`config.mk`:
```
export PLATFORM = sky130hd
export DESIGN_NAME = itf_top
export DESIGN_NICKNAME = d
export VERILOG_FILES = /design/src/hdl/itf_pkg.sv /design/src/hdl/itf_top.sv /design/src/hdl/itf_debounce.sv
export VERILOG_INCLUDE_DIRS = /design/src /design/src/hdl
export SDC_FILE = /design/constraint.sdc
export NUM_CORES = 1
export LEC_CHECK = 0
export BUFFER_PORTS_ARGS = -buffer_cell sky130_fd_sc_hd__clkbuf_2
export CAP_MARGIN = 30
export CELL_PAD_IN_SITES_DETAIL_PLACEMENT = 0
export CELL_PAD_IN_SITES_GLOBAL_PLACEMENT = 1
export CORE_ASPECT_RATIO = 1.1
export CORE_UTILIZATION = 35
export CTS_BUF_LIST = sky130_fd_sc_hd__clkbuf_4 sky130_fd_sc_hd__clkbuf_8 sky130_fd_sc_hd__clkbuf_16
export DETAILED_ROUTE_END_ITERATION = 8
export GPL_TIMING_DRIVEN = 0
export PLACE_DENSITY = 0.67
export SLEW_MARGIN = 40
export SYNTH_ARGS = -nofsm -noshare
export SYNTH_HDL_FRONTEND = slang
export SYNTH_SLANG_ARGS = --single-unit
export TNS_END_PERCENT = 20
```
`constraint.sdc`:
```
create_clock -name sys_clk -period 7.54 [get_ports sys_clk]
set_clock_uncertainty 0.05 [all_clocks]
set_input_delay 1.131 -clock sys_clk [delete_from_list [all_inputs] [get_ports sys_clk]]
set_output_delay 1.131 -clock sys_clk [all_outputs]
set_load 0.03 [all_outputs]
```
`src/hdl/itf_cfg.svh`:
```
`ifndef ITF_CFG_SVH
`define ITF_CFG_SVH

// system clock rate
`define ITF_CLK_MHZ 200

// prescaled timer clock periods in ns
`define ITF_PS0_NS 125
`define ITF_PS1_NS 250
`define ITF_PS2_NS 500
`define ITF_PS3_NS 1000
`define ITF_PS0_CYC ((`ITF_PS0_NS * `ITF_CLK_MHZ) / 1000)
`define ITF_PS1_CYC ((`ITF_PS1_NS * `ITF_CLK_MHZ) / 1000)
`define ITF_PS2_CYC ((`ITF_PS2_NS * `ITF_CLK_MHZ) / 1000)
`define ITF_PS3_CYC ((`ITF_PS3_NS * `ITF_CLK_MHZ) / 1000)

// time base steps, each in its own unit
`define ITF_TB0_NS 100
`define ITF_TB1_US 1
`define ITF_TB2_MS 1
`define ITF_TB3_S 1
`define ITF_TB0_CYC ((`ITF_TB0_NS * `ITF_CLK_MHZ) / 1000)
`define ITF_TB1_CYC (`ITF_TB1_US * `ITF_CLK_MHZ)
`define ITF_TB2_CYC (`ITF_TB2_MS * `ITF_CLK_MHZ * 1000)
`define ITF_TB3_CYC (`ITF_TB3_S * `ITF_CLK_MHZ * 1000000)

// default debounce sample rate, rounded to sample at least this fast
`define ITF_DB_FS_MHZ 32
`define ITF_DB_FAST_CYC (`ITF_CLK_MHZ / `ITF_DB_FS_MHZ)

// register byte offsets
`define ITF_OFS_CTRL 8'h00
`define ITF_OFS_PRELOAD 8'h04
`define ITF_OFS_COUNT 8'h08
`define ITF_OFS_STATUS 8'h0C
`define ITF_OFS_MASK 8'h10
`define ITF_OFS_EDGE 8'h14
`define ITF_OFS_DBENC 8'h18
`define ITF_OFS_DBDIG 8'h1C
`define ITF_OFS_INPUTS 8'h20
`define ITF_OFS_REFSEL 8'h24

// status and mask field positions
`define ITF_ST_TMR_BIT 0
`define ITF_ST_DIG_LSB 8

// input state field positions
`define ITF_IN_DIG_LSB 0
`define ITF_IN_ENCA_LSB 8
`define ITF_IN_ENCB_LSB 16
`define ITF_IN_ENCI_LSB 24

// reset values
`define ITF_RST_WORD 32'h0000_0000
`define ITF_RST_CH 6'h00

`endif

```
`src/hdl/itf_pkg.sv`:
```
package itf_pkg;

    typedef struct packed {
        logic psel;
        logic penable;
        logic pwrite;
        logic [7:0] paddr;
        logic [31:0] pwdata;
    } itf_apb_req_type;

    typedef struct packed {
        logic [31:0] prdata;
        logic pready;
        logic pslverr;
    } itf_apb_rsp_type;

    typedef struct packed {
        logic [22:0] rsvdHi;
        logic mcrEn;
        logic [1:0] rsvdMid;
        logic [1:0] rate;
        logic rsvdLo;
        logic srcSel;
        logic irqEn;
        logic active;
    } itf_tctrl_type;

    typedef struct packed {
        logic [15:0] div;
        logic [9:0] rsvd;
        logic [5:0] advEn;
    } itf_dbcfg_type;

    typedef struct packed {
        logic [17:0] rsvdHi;
        logic [5:0] fallSel;
        logic [1:0] rsvdLo;
        logic [5:0] edgeEn;
    } itf_edge_type;

    typedef enum logic [1:0] {
        TS_IDLE,
        TS_LOAD,
        TS_RUN
    } itf_tstate_type;

endpackage

```
`src/hdl/itf_top.sv`:
```
`timescale 1ns/1ps
`include "itf_cfg.svh"
// Operation
// - Activation loads the 32-bit counter from preload and ticks it down.
// - At zero the timer flags an enabled interrupt and reloads itself.
// - A control bit picks prescaled clock or time base as tick source.
// - Prescaled rate codes 00..11 give 8, 4, 2 and 1 MHz ticks.
// - Time base rate codes 00..11 give 100 ns, 1 us, 1 ms and 1 s ticks.
// - Each expiry can trigger a multiple channel read.
// - Each debounced digital input can interrupt on a chosen edge.
// - Each digital input serves as general input or counter reference.
// - All inputs pass a three-stage debounce, sampled every 6 cycles, 33.3 MHz, where advanced debounce is off.
// - Advanced debounce samples the same filter at a slower base.
// - Encoder and digital inputs have own advanced settings per channel.
module itf_top #(
    parameter logic [31:0] TB_MS_CYC = 32'(`ITF_TB2_CYC),
    parameter logic [31:0] TB_S_CYC = 32'(`ITF_TB3_CYC)
) (
    input wire logic sys_clk,
    input wire logic nrst,
    input wire logic ce,
    input wire itf_pkg::itf_apb_req_type apbReq,
    output itf_pkg::itf_apb_rsp_type apbRsp,
    input wire logic [5:0] encAPin,
    input wire logic [5:0] encBPin,
    input wire logic [5:0] encIPin,
    input wire logic [5:0] digPin,
    output logic [5:0] encAFilt,
    output logic [5:0] encBFilt,
    output logic [5:0] encIFilt,
    output logic [5:0] gpInput,
    output logic [5:0] refInput,
    output logic mcrTrigger,
    output logic irq
);
    itf_pkg::itf_tctrl_type ctrl_q;
    itf_pkg::itf_edge_type edge_q;
    itf_pkg::itf_dbcfg_type dbEnc_q;
    itf_pkg::itf_dbcfg_type dbDig_q;
    itf_pkg::itf_tstate_type state_q;
    logic [31:0] preload_q;
    logic [31:0] count_q;
    logic [31:0] tmrDiv_q;
    logic [31:0] dbFast_q;
    logic [31:0] dbEncCnt_q;
    logic [31:0] dbDigCnt_q;
    logic [31:0] status_q;
    logic [31:0] status_d;
    logic [31:0] mask_q;
    logic [31:0] rdata_q;
    logic [5:0] refSel_q;
    logic [5:0] digPrev_q;
    logic [5:0] gp_q;
    logic [5:0] ref_q;
    logic [5:0] digFilt;
    logic [5:0] digEvent;
    logic [31:0] tmrLast;
    logic [31:0] statusSet;
    logic [31:0] statusClr;
    logic [31:0] rdMux;
    logic mapped;
    logic setupCyc;
    logic wrEn;
    logic rdEn;
    logic tick;
    logic expiry;
    logic fastTick;
    logic encSlow;
    logic digSlow;
    logic mcr_q;
    logic irq_q;

    // counter step with wrap; >= keeps it safe when the limit shrinks
    function automatic logic [31:0] nextWrap(
        input logic [31:0] cnt,
        input logic [31:0] last
    );
        nextWrap = (cnt >= last) ? 32'h0000_0000 : cnt + 32'h0000_0001;
    endfunction

    // tick period in system cycles for source and rate code
    function automatic logic [31:0] tmrPeriod(
        input logic src,
        input logic [1:0] rate
    );
        logic [31:0] p;
        p = 32'h0000_0001;
        if (!src) begin
            case (rate)
                2'h0: p = 32'(`ITF_PS0_CYC);
                2'h1: p = 32'(`ITF_PS1_CYC);
                2'h2: p = 32'(`ITF_PS2_CYC);
                default: p = 32'(`ITF_PS3_CYC);
            endcase
        end else begin
            case (rate)
                2'h0: p = 32'(`ITF_TB0_CYC);
                2'h1: p = 32'(`ITF_TB1_CYC);
                2'h2: p = TB_MS_CYC;
                default: p = TB_S_CYC;
            endcase
        end
        tmrPeriod = p;
    endfunction

    function automatic logic isAddr(
        input logic [7:0] addr,
        input logic [7:0] ofs
    );
        isAddr = (addr == ofs);
    endfunction

    // apb decode; one wait-free access, data captured in setup
    assign setupCyc = ce && apbReq.psel && !apbReq.penable;
    assign wrEn = ce && apbReq.psel && apbReq.penable && apbReq.pwrite;
    assign rdEn = ce && apbReq.psel && apbReq.penable && !apbReq.pwrite;
    assign apbRsp.pready = ce;
    assign apbRsp.pslverr = apbReq.psel && apbReq.penable && !mapped;
    assign apbRsp.prdata = rdata_q;

    // read mux, reserved bits come back as zero
    always_comb begin
        rdMux = 32'h0000_0000;
        mapped = 1'b1;
        case (apbReq.paddr)
            `ITF_OFS_CTRL: rdMux = ctrl_q;
            `ITF_OFS_PRELOAD: rdMux = preload_q;
            `ITF_OFS_COUNT: rdMux = count_q;
            `ITF_OFS_STATUS: rdMux = status_q;
            `ITF_OFS_MASK: rdMux = mask_q;
            `ITF_OFS_EDGE: rdMux = edge_q;
            `ITF_OFS_DBENC: rdMux = dbEnc_q;
            `ITF_OFS_DBDIG: rdMux = dbDig_q;
            `ITF_OFS_INPUTS: begin
                rdMux[`ITF_IN_DIG_LSB +: 6] = digFilt;
                rdMux[`ITF_IN_ENCA_LSB +: 6] = encAFilt;
                rdMux[`ITF_IN_ENCB_LSB +: 6] = encBFilt;
                rdMux[`ITF_IN_ENCI_LSB +: 6] = encIFilt;
            end
            `ITF_OFS_REFSEL: rdMux = {26'h0, refSel_q};
            default: mapped = 1'b0;
        endcase
    end

    always_ff @(posedge sys_clk or negedge nrst) begin
        if (!nrst) begin
            rdata_q <= `ITF_RST_WORD;
        end else if (setupCyc) begin
            rdata_q <= rdMux;
        end
    end

    // software writable configuration
    always_ff @(posedge sys_clk or negedge nrst) begin
        if (!nrst) begin
            ctrl_q <= `ITF_RST_WORD;
            preload_q <= `ITF_RST_WORD;
            mask_q <= `ITF_RST_WORD;
            edge_q <= `ITF_RST_WORD;
            dbEnc_q <= `ITF_RST_WORD;
            dbDig_q <= `ITF_RST_WORD;
            refSel_q <= `ITF_RST_CH;
        end else if (wrEn) begin
            if (isAddr(apbReq.paddr, `ITF_OFS_CTRL)) begin
                ctrl_q <= apbReq.pwdata & 32'h0000_0137;
            end
            if (isAddr(apbReq.paddr, `ITF_OFS_PRELOAD)) begin
                preload_q <= apbReq.pwdata;
            end
            if (isAddr(apbReq.paddr, `ITF_OFS_MASK)) begin
                mask_q <= apbReq.pwdata & 32'h0000_3F01;
            end
            if (isAddr(apbReq.paddr, `ITF_OFS_EDGE)) begin
                edge_q <= apbReq.pwdata & 32'h0000_3F3F;
            end
            if (isAddr(apbReq.paddr, `ITF_OFS_DBENC)) begin
                dbEnc_q <= apbReq.pwdata & 32'hFFFF_003F;
            end
            if (isAddr(apbReq.paddr, `ITF_OFS_DBDIG)) begin
                dbDig_q <= apbReq.pwdata & 32'hFFFF_003F;
            end
            if (isAddr(apbReq.paddr, `ITF_OFS_REFSEL)) begin
                refSel_q <= apbReq.pwdata[5:0];
            end
        end
    end

    // timer sequencing: idle until active, one load cycle, then run
    always_ff @(posedge sys_clk or negedge nrst) begin
        if (!nrst) begin
            state_q <= itf_pkg::TS_IDLE;
        end else if (ce) begin
            case (state_q)
                itf_pkg::TS_IDLE: begin
                    if (ctrl_q.active) begin
                        state_q <= itf_pkg::TS_LOAD;
                    end
                end
                itf_pkg::TS_LOAD: begin
                    state_q <= ctrl_q.active ? itf_pkg::TS_RUN
                                             : itf_pkg::TS_IDLE;
                end
                itf_pkg::TS_RUN: begin
                    if (!ctrl_q.active) begin
                        state_q <= itf_pkg::TS_IDLE;
                    end
                end
                default: state_q <= itf_pkg::TS_IDLE;
            endcase
        end
    end

    // tick source; prescaler restarts on load so the first interval is full
    assign tmrLast = tmrPeriod(ctrl_q.srcSel, ctrl_q.rate) - 32'h0000_0001;
    assign tick = ce && (state_q == itf_pkg::TS_RUN)
                  && (tmrDiv_q >= tmrLast);
    assign expiry = tick && (count_q <= 32'h0000_0001);

    always_ff @(posedge sys_clk or negedge nrst) begin
        if (!nrst) begin
            tmrDiv_q <= `ITF_RST_WORD;
        end else if (ce) begin
            if (state_q == itf_pkg::TS_RUN) begin
                tmrDiv_q <= nextWrap(tmrDiv_q, tmrLast);
            end else begin
                tmrDiv_q <= 32'h0000_0000;
            end
        end
    end

    // down counter; reaching zero reloads instead of holding zero
    always_ff @(posedge sys_clk or negedge nrst) begin
        if (!nrst) begin
            count_q <= `ITF_RST_WORD;
        end else if (ce) begin
            if (state_q == itf_pkg::TS_LOAD) begin
                count_q <= preload_q;
            end else if (expiry) begin
                count_q <= preload_q;
            end else if (tick) begin
                count_q <= count_q - 32'h0000_0001;
            end
        end
    end

    // read trigger pulse toward the channel logic
    always_ff @(posedge sys_clk or negedge nrst) begin
        if (!nrst) begin
            mcr_q <= 1'b0;
        end else if (ce) begin
            mcr_q <= expiry && ctrl_q.mcrEn;
        end
    end
    assign mcrTrigger = mcr_q;

    // debounce time bases: fast default, slow multiples per group
    assign fastTick = ce && (dbFast_q >= 32'(`ITF_DB_FAST_CYC - 1));
    assign encSlow = fastTick && (dbEncCnt_q >= {16'h0000, dbEnc_q.div});
    assign digSlow = fastTick && (dbDigCnt_q >= {16'h0000, dbDig_q.div});

    always_ff @(posedge sys_clk or negedge nrst) begin
        if (!nrst) begin
            dbFast_q <= `ITF_RST_WORD;
            dbEncCnt_q <= `ITF_RST_WORD;
            dbDigCnt_q <= `ITF_RST_WORD;
        end else if (ce) begin
            dbFast_q <= nextWrap(dbFast_q, 32'(`ITF_DB_FAST_CYC - 1));
            if (fastTick) begin
                dbEncCnt_q <= nextWrap(dbEncCnt_q, {16'h0000, dbEnc_q.div});
                dbDigCnt_q <= nextWrap(dbDigCnt_q, {16'h0000, dbDig_q.div});
            end
        end
    end

    // one filter per signal group, encoder signals share a channel enable
    itf_debounce u_dbEncA (
        .sys_clk(sys_clk), .nrst(nrst), .ce(ce), .pinIn(encAPin),
        .fastTick(fastTick), .slowTick(encSlow), .advEn(dbEnc_q.advEn),
        .filtOut(encAFilt)
    );
    itf_debounce u_dbEncB (
        .sys_clk(sys_clk), .nrst(nrst), .ce(ce), .pinIn(encBPin),
        .fastTick(fastTick), .slowTick(encSlow), .advEn(dbEnc_q.advEn),
        .filtOut(encBFilt)
    );
    itf_debounce u_dbEncI (
        .sys_clk(sys_clk), .nrst(nrst), .ce(ce), .pinIn(encIPin),
        .fastTick(fastTick), .slowTick(encSlow), .advEn(dbEnc_q.advEn),
        .filtOut(encIFilt)
    );
    itf_debounce u_dbDig (
        .sys_clk(sys_clk), .nrst(nrst), .ce(ce), .pinIn(digPin),
        .fastTick(fastTick), .slowTick(digSlow), .advEn(dbDig_q.advEn),
        .filtOut(digFilt)
    );

    // edge detect on filtered digital inputs
    assign digEvent = edge_q.edgeEn
        & ((edge_q.fallSel & digPrev_q & ~digFilt)
           | (~edge_q.fallSel & ~digPrev_q & digFilt));

    // digital input role and edge history
    always_ff @(posedge sys_clk or negedge nrst) begin
        if (!nrst) begin
            digPrev_q <= `ITF_RST_CH;
            gp_q <= `ITF_RST_CH;
            ref_q <= `ITF_RST_CH;
        end else if (ce) begin
            digPrev_q <= digFilt;
            gp_q <= digFilt & ~refSel_q;
            ref_q <= digFilt & refSel_q;
        end
    end
    assign gpInput = gp_q;
    assign refInput = ref_q;

    // sticky status; read clears only what was read, so a set wins
    always_comb begin
        statusSet = 32'h0000_0000;
        statusSet[`ITF_ST_TMR_BIT] = expiry && ctrl_q.irqEn;
        statusSet[`ITF_ST_DIG_LSB +: 6] = digEvent;
        statusClr = (rdEn && isAddr(apbReq.paddr, `ITF_OFS_STATUS))
                    ? rdata_q : 32'h0000_0000;
        status_d = (status_q & ~statusClr) | statusSet;
    end

    always_ff @(posedge sys_clk or negedge nrst) begin
        if (!nrst) begin
            status_q <= `ITF_RST_WORD;
            irq_q <= 1'b0;
        end else if (ce) begin
            status_q <= status_d;
            irq_q <= |(status_d & mask_q);
        end
    end
    assign irq = irq_q;

    property p_load;
        @(posedge sys_clk) disable iff (!nrst)
        (ce && state_q == itf_pkg::TS_LOAD) |=> count_q == $past(preload_q);
    endproperty
    a_load: assert property (p_load)
        else $error("counter not loaded from preload on activation");

    property p_reload;
        @(posedge sys_clk) disable iff (!nrst)
        (tick && count_q <= 32'h0000_0001) |=> count_q == $past(preload_q);
    endproperty
    a_reload: assert property (p_reload)
        else $error("counter did not reload at zero");

    property p_tmr_irq;
        @(posedge sys_clk) disable iff (!nrst)
        (expiry && ctrl_q.irqEn) |=> status_q[`ITF_ST_TMR_BIT] ##1 irq_q
            || !mask_q[`ITF_ST_TMR_BIT] || !ce;
    endproperty
    a_tmr_irq: assert property (p_tmr_irq)
        else $error("timer expiry did not set its status bit");

    property p_ps_rate;
        @(posedge sys_clk) disable iff (!nrst)
        (tick && !ctrl_q.srcSel && ctrl_q.rate == 2'h0 && tmrDiv_q != 0)
            |=> !tick [*8];
    endproperty
    a_ps_rate: assert property (p_ps_rate)
        else $error("prescaled ticks too close together");

    property p_tb_rate;
        @(posedge sys_clk) disable iff (!nrst)
        (tick && ctrl_q.srcSel && ctrl_q.rate == 2'h0 && tmrDiv_q != 0)
            |=> !tick [*8];
    endproperty
    a_tb_rate: assert property (p_tb_rate)
        else $error("time base ticks too close together");

    property p_mcr;
        @(posedge sys_clk) disable iff (!nrst)
        (expiry && ctrl_q.mcrEn) |=> mcrTrigger;
    endproperty
    a_mcr: assert property (p_mcr)
        else $error("expiry did not trigger a channel read");

    property p_dig_edge;
        @(posedge sys_clk) disable iff (!nrst)
        (ce && edge_q.edgeEn[0] && !edge_q.fallSel[0]
            && $rose(digFilt[0])) |=> status_q[`ITF_ST_DIG_LSB];
    endproperty
    a_dig_edge: assert property (p_dig_edge)
        else $error("digital rising edge lost");

    property p_ref_role;
        @(posedge sys_clk) disable iff (!nrst)
        ce |=> (refInput & gpInput) == 6'h00
            && (refInput | gpInput) == $past(digFilt);
    endproperty
    a_ref_role: assert property (p_ref_role)
        else $error("digital input role split wrong");

    property p_stopped;
        @(posedge sys_clk) disable iff (!nrst)
        (state_q == itf_pkg::TS_IDLE) [*2] |-> !mcrTrigger && !expiry
            && $stable(count_q);
    endproperty
    a_stopped: assert property (p_stopped)
        else $error("stopped timer still active");

endmodule

```
`src/hdl/itf_debounce.sv`:
```
`timescale 1ns/1ps
module itf_debounce (
    input wire logic sys_clk,
    input wire logic nrst,
    input wire logic ce,
    input wire logic [5:0] pinIn,
    input wire logic fastTick,
    input wire logic slowTick,
    input wire logic [5:0] advEn,
    output logic [5:0] filtOut
);
    logic [5:0] meta_q;
    logic [5:0] sync_q;
    logic [5:0] s0_q;
    logic [5:0] s1_q;
    logic [5:0] s2_q;
    logic [5:0] filt_q;
    logic [5:0] smp;
    logic [5:0] agree;

    // per-bit sample strobe, slow base only where enabled
    assign smp = (advEn & {6{slowTick}}) | (~advEn & {6{fastTick}});
    assign agree = (s0_q & s1_q & s2_q) | ~(s0_q | s1_q | s2_q);
    assign filtOut = filt_q;

    // pins are asynchronous, two flops before any use
    always_ff @(posedge sys_clk or negedge nrst) begin
        if (!nrst) begin
            meta_q <= 6'h00;
            sync_q <= 6'h00;
        end else if (ce) begin
            meta_q <= pinIn;
            sync_q <= meta_q;
        end
    end

    // three-stage sample chain
    always_ff @(posedge sys_clk or negedge nrst) begin
        if (!nrst) begin
            s0_q <= 6'h00;
            s1_q <= 6'h00;
            s2_q <= 6'h00;
        end else if (ce) begin
            s0_q <= (s0_q & ~smp) | (sync_q & smp);
            s1_q <= (s1_q & ~smp) | (s0_q & smp);
            s2_q <= (s2_q & ~smp) | (s1_q & smp);
        end
    end

    // output moves only when all stages agree, short glitches die here
    always_ff @(posedge sys_clk or negedge nrst) begin
        if (!nrst) begin
            filt_q <= 6'h00;
        end else if (ce) begin
            filt_q <= (filt_q & ~agree) | (s0_q & agree);
        end
    end

    property p_db_agree;
        @(posedge sys_clk) disable iff (!nrst)
        $changed(filt_q[0]) |->
            ($past(s1_q[0]) == filt_q[0]) && ($past(s2_q[0]) == filt_q[0]);
    endproperty
    a_db_agree: assert property (p_db_agree)
        else $error("filter output moved without agreeing samples");

endmodule

```
# Word-level counts from Yosys, hierarchy flattened
# Index checks and enable logic that the tools add are counted.
dict set report op_classes {
  add_sub_neg 6
  magnitude_cmp 5
  n_eq_ne 15
  muxes 25
  n_bitwise 102
  n_reduce_logical 35
}
# operator n
set op_table {}
lappend op_table {{2-to-1 mux 32 bit} 10}
lappend op_table {{AND 6 bit} 51}
lappend op_table {{bitwise OR 6 bit} 31}
lappend op_table {{adder 32 x 1 -> 32 bit, second input constant} 4}
lappend op_table {{NOT 6 bit} 16}
lappend op_table {{case mux 28 bit (3 select lines)} 1}
lappend op_table {{case mux 6 bit (6 select lines)} 2}
lappend op_table {{>= comparator 32 x 16 -> 1 bit} 2}
lappend op_table {{subtractor 32 x 1 -> 32 bit, second input constant} 2}
lappend op_table {{case mux 6 bit (10 select lines)} 1}
lappend op_table {{case mux 6 bit (7 select lines)} 1}
lappend op_table {{AND 32 x 14 -> 32 bit} 1}
lappend op_table {{AND 32 bit} 1}
lappend op_table {{equality test 8 x 5 -> 1 bit, second input constant} 4}
lappend op_table {{>= comparator 32 x 3 -> 1 bit, second input constant} 1}
lappend op_table {{>= comparator 32 bit} 1}
lappend op_table {{less-or-equal comparator 32 x 1 -> 1 bit, second input constant} 1}
lappend op_table {{NOT 32 bit} 1}
lappend op_table {{bitwise OR 32 x 14 -> 32 bit} 1}
lappend op_table {{OR reduction 32 bit} 1}
lappend op_table {{case mux 8 bit (3 select lines)} 1}
lappend op_table {{case mux 2 bit (5 select lines)} 2}
lappend op_table {{case mux 2 bit (3 select lines)} 3}
lappend op_table {{AND reduction 2 bit} 9}
lappend op_table {{15 further kinds} 40}
dict set report totals {
  ff_bits 497
  inputBits 70
  output_inout_bits 66
}

# Depth between registers and ports, before layout
dict set report depth {
  depth_word 11
  ltp_mapped 19
  ltp_nobuf 16
}

# Hierarchy
# A second synthesis with hierarchy kept.
dict set report hier_totals {
  hier_cells 2244
  hier_area_um2 24857.6
}
# mod instances cells_per_inst area_per_inst_um2 seq_area_each_um2
set modules_own_cells {}
lappend modules_own_cells {itf_top 1 1824 18541.5 8833.5}
lappend modules_own_cells {itf_debounce 4 105 1579.0 900.9}

# Worst setup path before layout
# No wires, ideal clock.
dict set report synth_timing {
  path_type {flip-flop to flip-flop}
  start {register ctrl_q[4] in the netlist's numbering}
  end {register tmrDiv_q[16]}
  t_arrival_ns 3.969
  setup_slack_ns 3.442
  stages_incl_launch_ff 18
  synth_period_minus_slack_ns 4.098
  cell_sequence {dfrtp_1 > inv_1 > ha_1 > or2_2 > clkbuf_1 > nor2_1 > nand3_1 > or3_1 > a21boi_0 > ha_1 > and3_1 > o21ai_0 > o2111a_1 > a21boi_1 > nor4_4 > clkbuf_1 > nand3_1 > mux2i_1}
}
dict set report synth_via {
  elab_chain_cells 7
  elab_cells_between_ends 10
  classes_between {add/sub: 1; order compare: 1; eq/ne: 2; mux: 5; reduce/logical: 1}
}
# item line
set synth_rtl {}
lappend synth_rtl {{start: declaration} itf_top.sv:36} ;# itf_pkg::itf_tctrl_type ctrl_q;
lappend synth_rtl {{start signal: assignment} itf_top.sv:156} ;# ctrl_q <= `ITF_RST_WORD;
lappend synth_rtl {{start signal: assignment} itf_top.sv:165} ;# ctrl_q <= apbReq.pwdata & 32'h0000_0137;
lappend synth_rtl {{equality test 2 bit, or another cell as far along} {itf_top.sv:89, itf_top.sv:96}}
lappend synth_rtl {{case mux 8 bit (3 select lines) / case mux 28 bit (3 select lines) (equally long branches)} {itf_top.sv:89, itf_top.sv:96}}
lappend synth_rtl {{2-to-1 mux 32 bit *} itf_top.sv:88} ;# if (!src) begin
lappend synth_rtl {{subtractor 32 x 1 -> 32 bit *} itf_top.sv:214} ;# assign tmrLast = tmrPeriod(ctrl_q.srcSel, ctrl_q.rate) - 32'h0000_0001;
lappend synth_rtl {{>= comparator 32 bit *} itf_top.sv:78} ;# nextWrap = (cnt >= last) ? 32'h0000_0000 : cnt + 32'h0000_0001;
lappend synth_rtl {{2-to-1 mux 32 bit *} itf_top.sv:78}
lappend synth_rtl {{2-to-1 mux 32 bit *} itf_top.sv:223} ;# if (state_q == itf_pkg::TS_RUN) begin
lappend synth_rtl {{end signal: assignment} itf_top.sv:221} ;# tmrDiv_q <= `ITF_RST_WORD;
lappend synth_rtl {{end signal: assignment} itf_top.sv:224} ;# tmrDiv_q <= nextWrap(tmrDiv_q, tmrLast);
lappend synth_rtl {{end: declaration} itf_top.sv:43} ;# logic [31:0] tmrDiv_q;
# Mark *: on every way between the ends. The rest lies on a longest branch, timed or not.
# A chain may end at the register's enable or synchronous reset.

# Worst setup path after layout
dict set report layout_timing {
  start {register ctrl_q[5] in the netlist's numbering}
  end {register count_q[21]}
}
dict set report layout_via {
  elab_chain_cells 9
  elab_cells_between_ends 14
  classes_between {add/sub: 1; order compare: 1; eq/ne: 2; mux: 5; reduce/logical: 5}
}
# item line
set layout_rtl {}
lappend layout_rtl {{equality test 2 bit, or another cell as far along} {itf_top.sv:89, itf_top.sv:96}}
lappend layout_rtl {{case mux 8 bit (3 select lines) / case mux 28 bit (3 select lines) (equally long branches)} {itf_top.sv:89, itf_top.sv:96}}
lappend layout_rtl {{2-to-1 mux 32 bit *} itf_top.sv:88}
lappend layout_rtl {{subtractor 32 x 1 -> 32 bit *} itf_top.sv:214}
lappend layout_rtl {{>= comparator 32 bit *} itf_top.sv:216} ;# && (tmrDiv_q >= tmrLast);
lappend layout_rtl {{logical AND 1 bit *} itf_top.sv:216}
lappend layout_rtl {{logical AND 1 bit} itf_top.sv:217} ;# assign expiry = tick && (count_q <= 32'h0000_0001);
lappend layout_rtl {{nonzero test 3 bit (no line) / 2-to-1 mux 32 bit (equally long branches)} n/a}
lappend layout_rtl {{AND reduction 2 bit (no line) / 2-to-1 mux 32 bit (equally long branches)} n/a}
lappend layout_rtl {{end signal: assignment} itf_top.sv:234} ;# count_q <= `ITF_RST_WORD;
lappend layout_rtl {{end signal: assignment} itf_top.sv:237} ;# count_q <= preload_q;
lappend layout_rtl {{end signal: assignment} itf_top.sv:239} ;# count_q <= preload_q;
lappend layout_rtl {{end: declaration} itf_top.sv:42} ;# logic [31:0] count_q;
# Marks and branches as above.

==> impl_metrics.yaml <==
critical_path:
  crit_fanout: 10
  start_kind: "register"
  critPathKind: "register to register"
  crit_required_ns: 7.97
  cp-end-kind: "register"
  cp.arrival_ns: 6.16
logic_synthesis:
  syn_inst: 2538
  ys.flop_type: "dfrtp_1"
  synth_cell_type_count: 79
  netlist.area_leader.share: 0.4878
  synth_area_sq_um: 25490
  synth_area_leader_cell: "dfrtp_1"
  seq_area_frac_synth: 0.4878
  syn_nets: 2685
  avgSynthCellArea_sq_um: 10.05
  synth_area_leaders: "dfrtp_1 (49%), mux2_2 (7.2%), nand2_1 (3.8%)"
  ys_seq_elements: 497
  yosysMostFrequentCell: "dfrtp_1"
  synth-edff-count: 0
  ys_top_cells_by_count: "dfrtp_1 (497), nand2_1 (257), nor2_1 (185), mux2_2 (164), a21oi_1 (142)"
  synth_warnings: 0
  postSynth.asyncResetShare: 1.000
drt:
  viasPerCell: 5.724
  first_iter_violations: 1701
  drc: 0
  post_drt_wl_per_cell_um: 22.73
  wl_um: 84710
  vias: 21330
  ant_nets: 0
  dr.pass1.iters: 6
pwr:
  leakage_uw: 0.01299
  powerDensity_nw_per_um2: 251.9
  vdd_ir_drop_max_mv: 0.1626
cts:
  post_cts_resized: 0
  clock-sinks: 497
  postCtsHoldBufs: 0
  cts_setup_buffers: 0
  cts.htree.levels: 2
  clk_path_buf_depth: 3
  worstSkewPairLatency_ns: 0.61
  clk_pin_slew_ns: 0.06
  clock-root-buffer: "clkbuf_16"
  cts_buffers: 55
  cts_tree: "yes"
timing:
  setup_violations: 0
  setup_tns_ns: 0
  slew_headroom: 0.4130
  hold_viol_final: 0
  fin_crit_ns: 5.732
  hold_slack_ns: 0.4216
  finalMaxSlewViolations: 0
  worst_slew_pin_slew_ns: 0.8804
  fmax_ghz: 0.1744
  finalCritPeriodShare: 0.7603
  rsz0062_at_grt: "no"
die:
  start_util: 0.3545
  fp.dieW_um: 259.3
  fp.coreArea_sq_um: 71910
  num_rows: 103
  die_h_um: 285.1
  ios: 136
  die_area_sq_um: 73930
global_routing:
  grt_pass1_wl_um: 131000
  grt_use_met2: 0.3845
  antenna_found_initial: 3
  grtUsageTotal: 0.2295
  grt.busiest_layer: "met2"
  grt_max_degree: 67
  grt_pass1_vias: 21110
  grt_use_met3: 0.03849
  grt_overflow: 0
  grt_util_met1: 0.2989
layout:
  syn2layout_area_growth_pct: 15.91
  n_antenna_cell: 0
  layoutNonFillerInstCount: 3727
  finalNetCount: 2886
  nFillCells: 6994
  drive_above_1_share: 0.1664
hold_path:
  hp-class: "primary input to asynchronous set/reset pin"
placed_design:
  dp_cells: 3627
  io_buffers: 135
  dp_hpwl_um: 63560
  gp_congestion: 0.9173
status:
  status: "finished, final reports clean"
job:
  maxCapViolCount: 0
[power breakdown]
group          switching, uW  total [uW]  internal, uW
sequential               354        3330          2970
combinational            837        1320           481
clock                   1130        2800          1670
total                   2320        7440          5120
[critical path, cell delays in order (launching register included)]
cell	delay, ns
dfrtp_1	0.63
inv_1	0.15
ha_1	0.30
or2_2	0.30
clkbuf_1	0.18
nor2_1	0.37
nand4_1	0.24
a21boi_0	0.21
ha_1	0.32
nand4_1	0.16
nor4_1	0.55
a2111oi_2	0.15
a2bb2oi_1	0.68
and3_1	0.24
clkbuf_1	0.38
clkbuf_1	0.40
o21ai_1	0.14
o2bb2ai_1	0.15
[metrics by stage]
step | setup WS, ns | utilization | cell area (sq um) | power, uW
floorplan | 3.442 | - | 25490 | 4125
CTS | 1.909 | 0.4107 | 29530 | 7504
finish | 1.808 | 0.4109 | 29550 | 7443
global route | 1.489 | 0.4109 | 29550 | 7803
detailed placement | 1.922 | 0.3844 | 27650 | 4687
global placement | -6.436 | 0.3804 | 27350 | 4605
[logic make-up after synthesis]
kind of cell	after synthesis	share of synthesized area
DFF	497	0.4878
xor gates and xnor gates	28	0.009619
muxes	211	0.09089
and+or+nand+nor	804	0.1557
adders and majority gates	77	0.03779
buffers and inverters	241	0.03754
AOI/OAI and AO/OA	680	0.1806
[cells in the final DEF (no fill, tap or decap), drive strengths merged, types with 74 or more instances in the layout]
cell type,synthesis,layout
a21oi,142,142
clkbuf,119,332
dfrtp,497,497
ha,77,77
inv,94,95
mux2,164,164
nand2,258,258
nand3,74,74
nor2,185,185
o21ai,136,136
[area by class of cell]
type	instances	area [sq um]	share of cell area
Inverter	94	352.8	0.01194
Timing Repair Buffer	144	897.1	0.03036
Multi-Input combinational cell	1800	12180	0.4122
Buffer	147	613.1	0.02075
Tap cell	945	1182	0.04001
Clock inverter	22	221.5	0.007495
Clock buffer	78	1665	0.05636
Sequential cell	497	12440	0.4209
[worst paths after layout]
path                                    startpoint                          to  slack [ns]  cells after the start
min                                           nrst    tmrDiv_q[10]$_DFFE_PN0P_        0.42                      1
max reg2reg                  ctrl_q[5]$_DFFE_PN0P_     count_q[21]$_DFFE_PN0P_        1.81                     17
min in group sys_clk       rdata_q[22]$_DFFE_PN0P_    status_q[22]$_DFFE_PN0P_        0.43                      1
max                          ctrl_q[5]$_DFFE_PN0P_     count_q[21]$_DFFE_PN0P_        1.81                     17
max in group asynchronous                     nrst  dbDigCnt_q[26]$_DFFE_PN0P_        5.89                      3
min reg2reg                rdata_q[22]$_DFFE_PN0P_    status_q[22]$_DFFE_PN0P_        0.43                      1
[metal layers]
layer / share of wire / vias up / wire length, um
li1: - / 9849 / -
met1: 0.42 / 10730 / 35890
met2: 0.49 / 602 / 41150
met3: 0.056 / 145 / 4753
met4: 0.034 / 6 / 2880
met5: 0.00048 / - / 41
(Power assumes the default switching activity.)
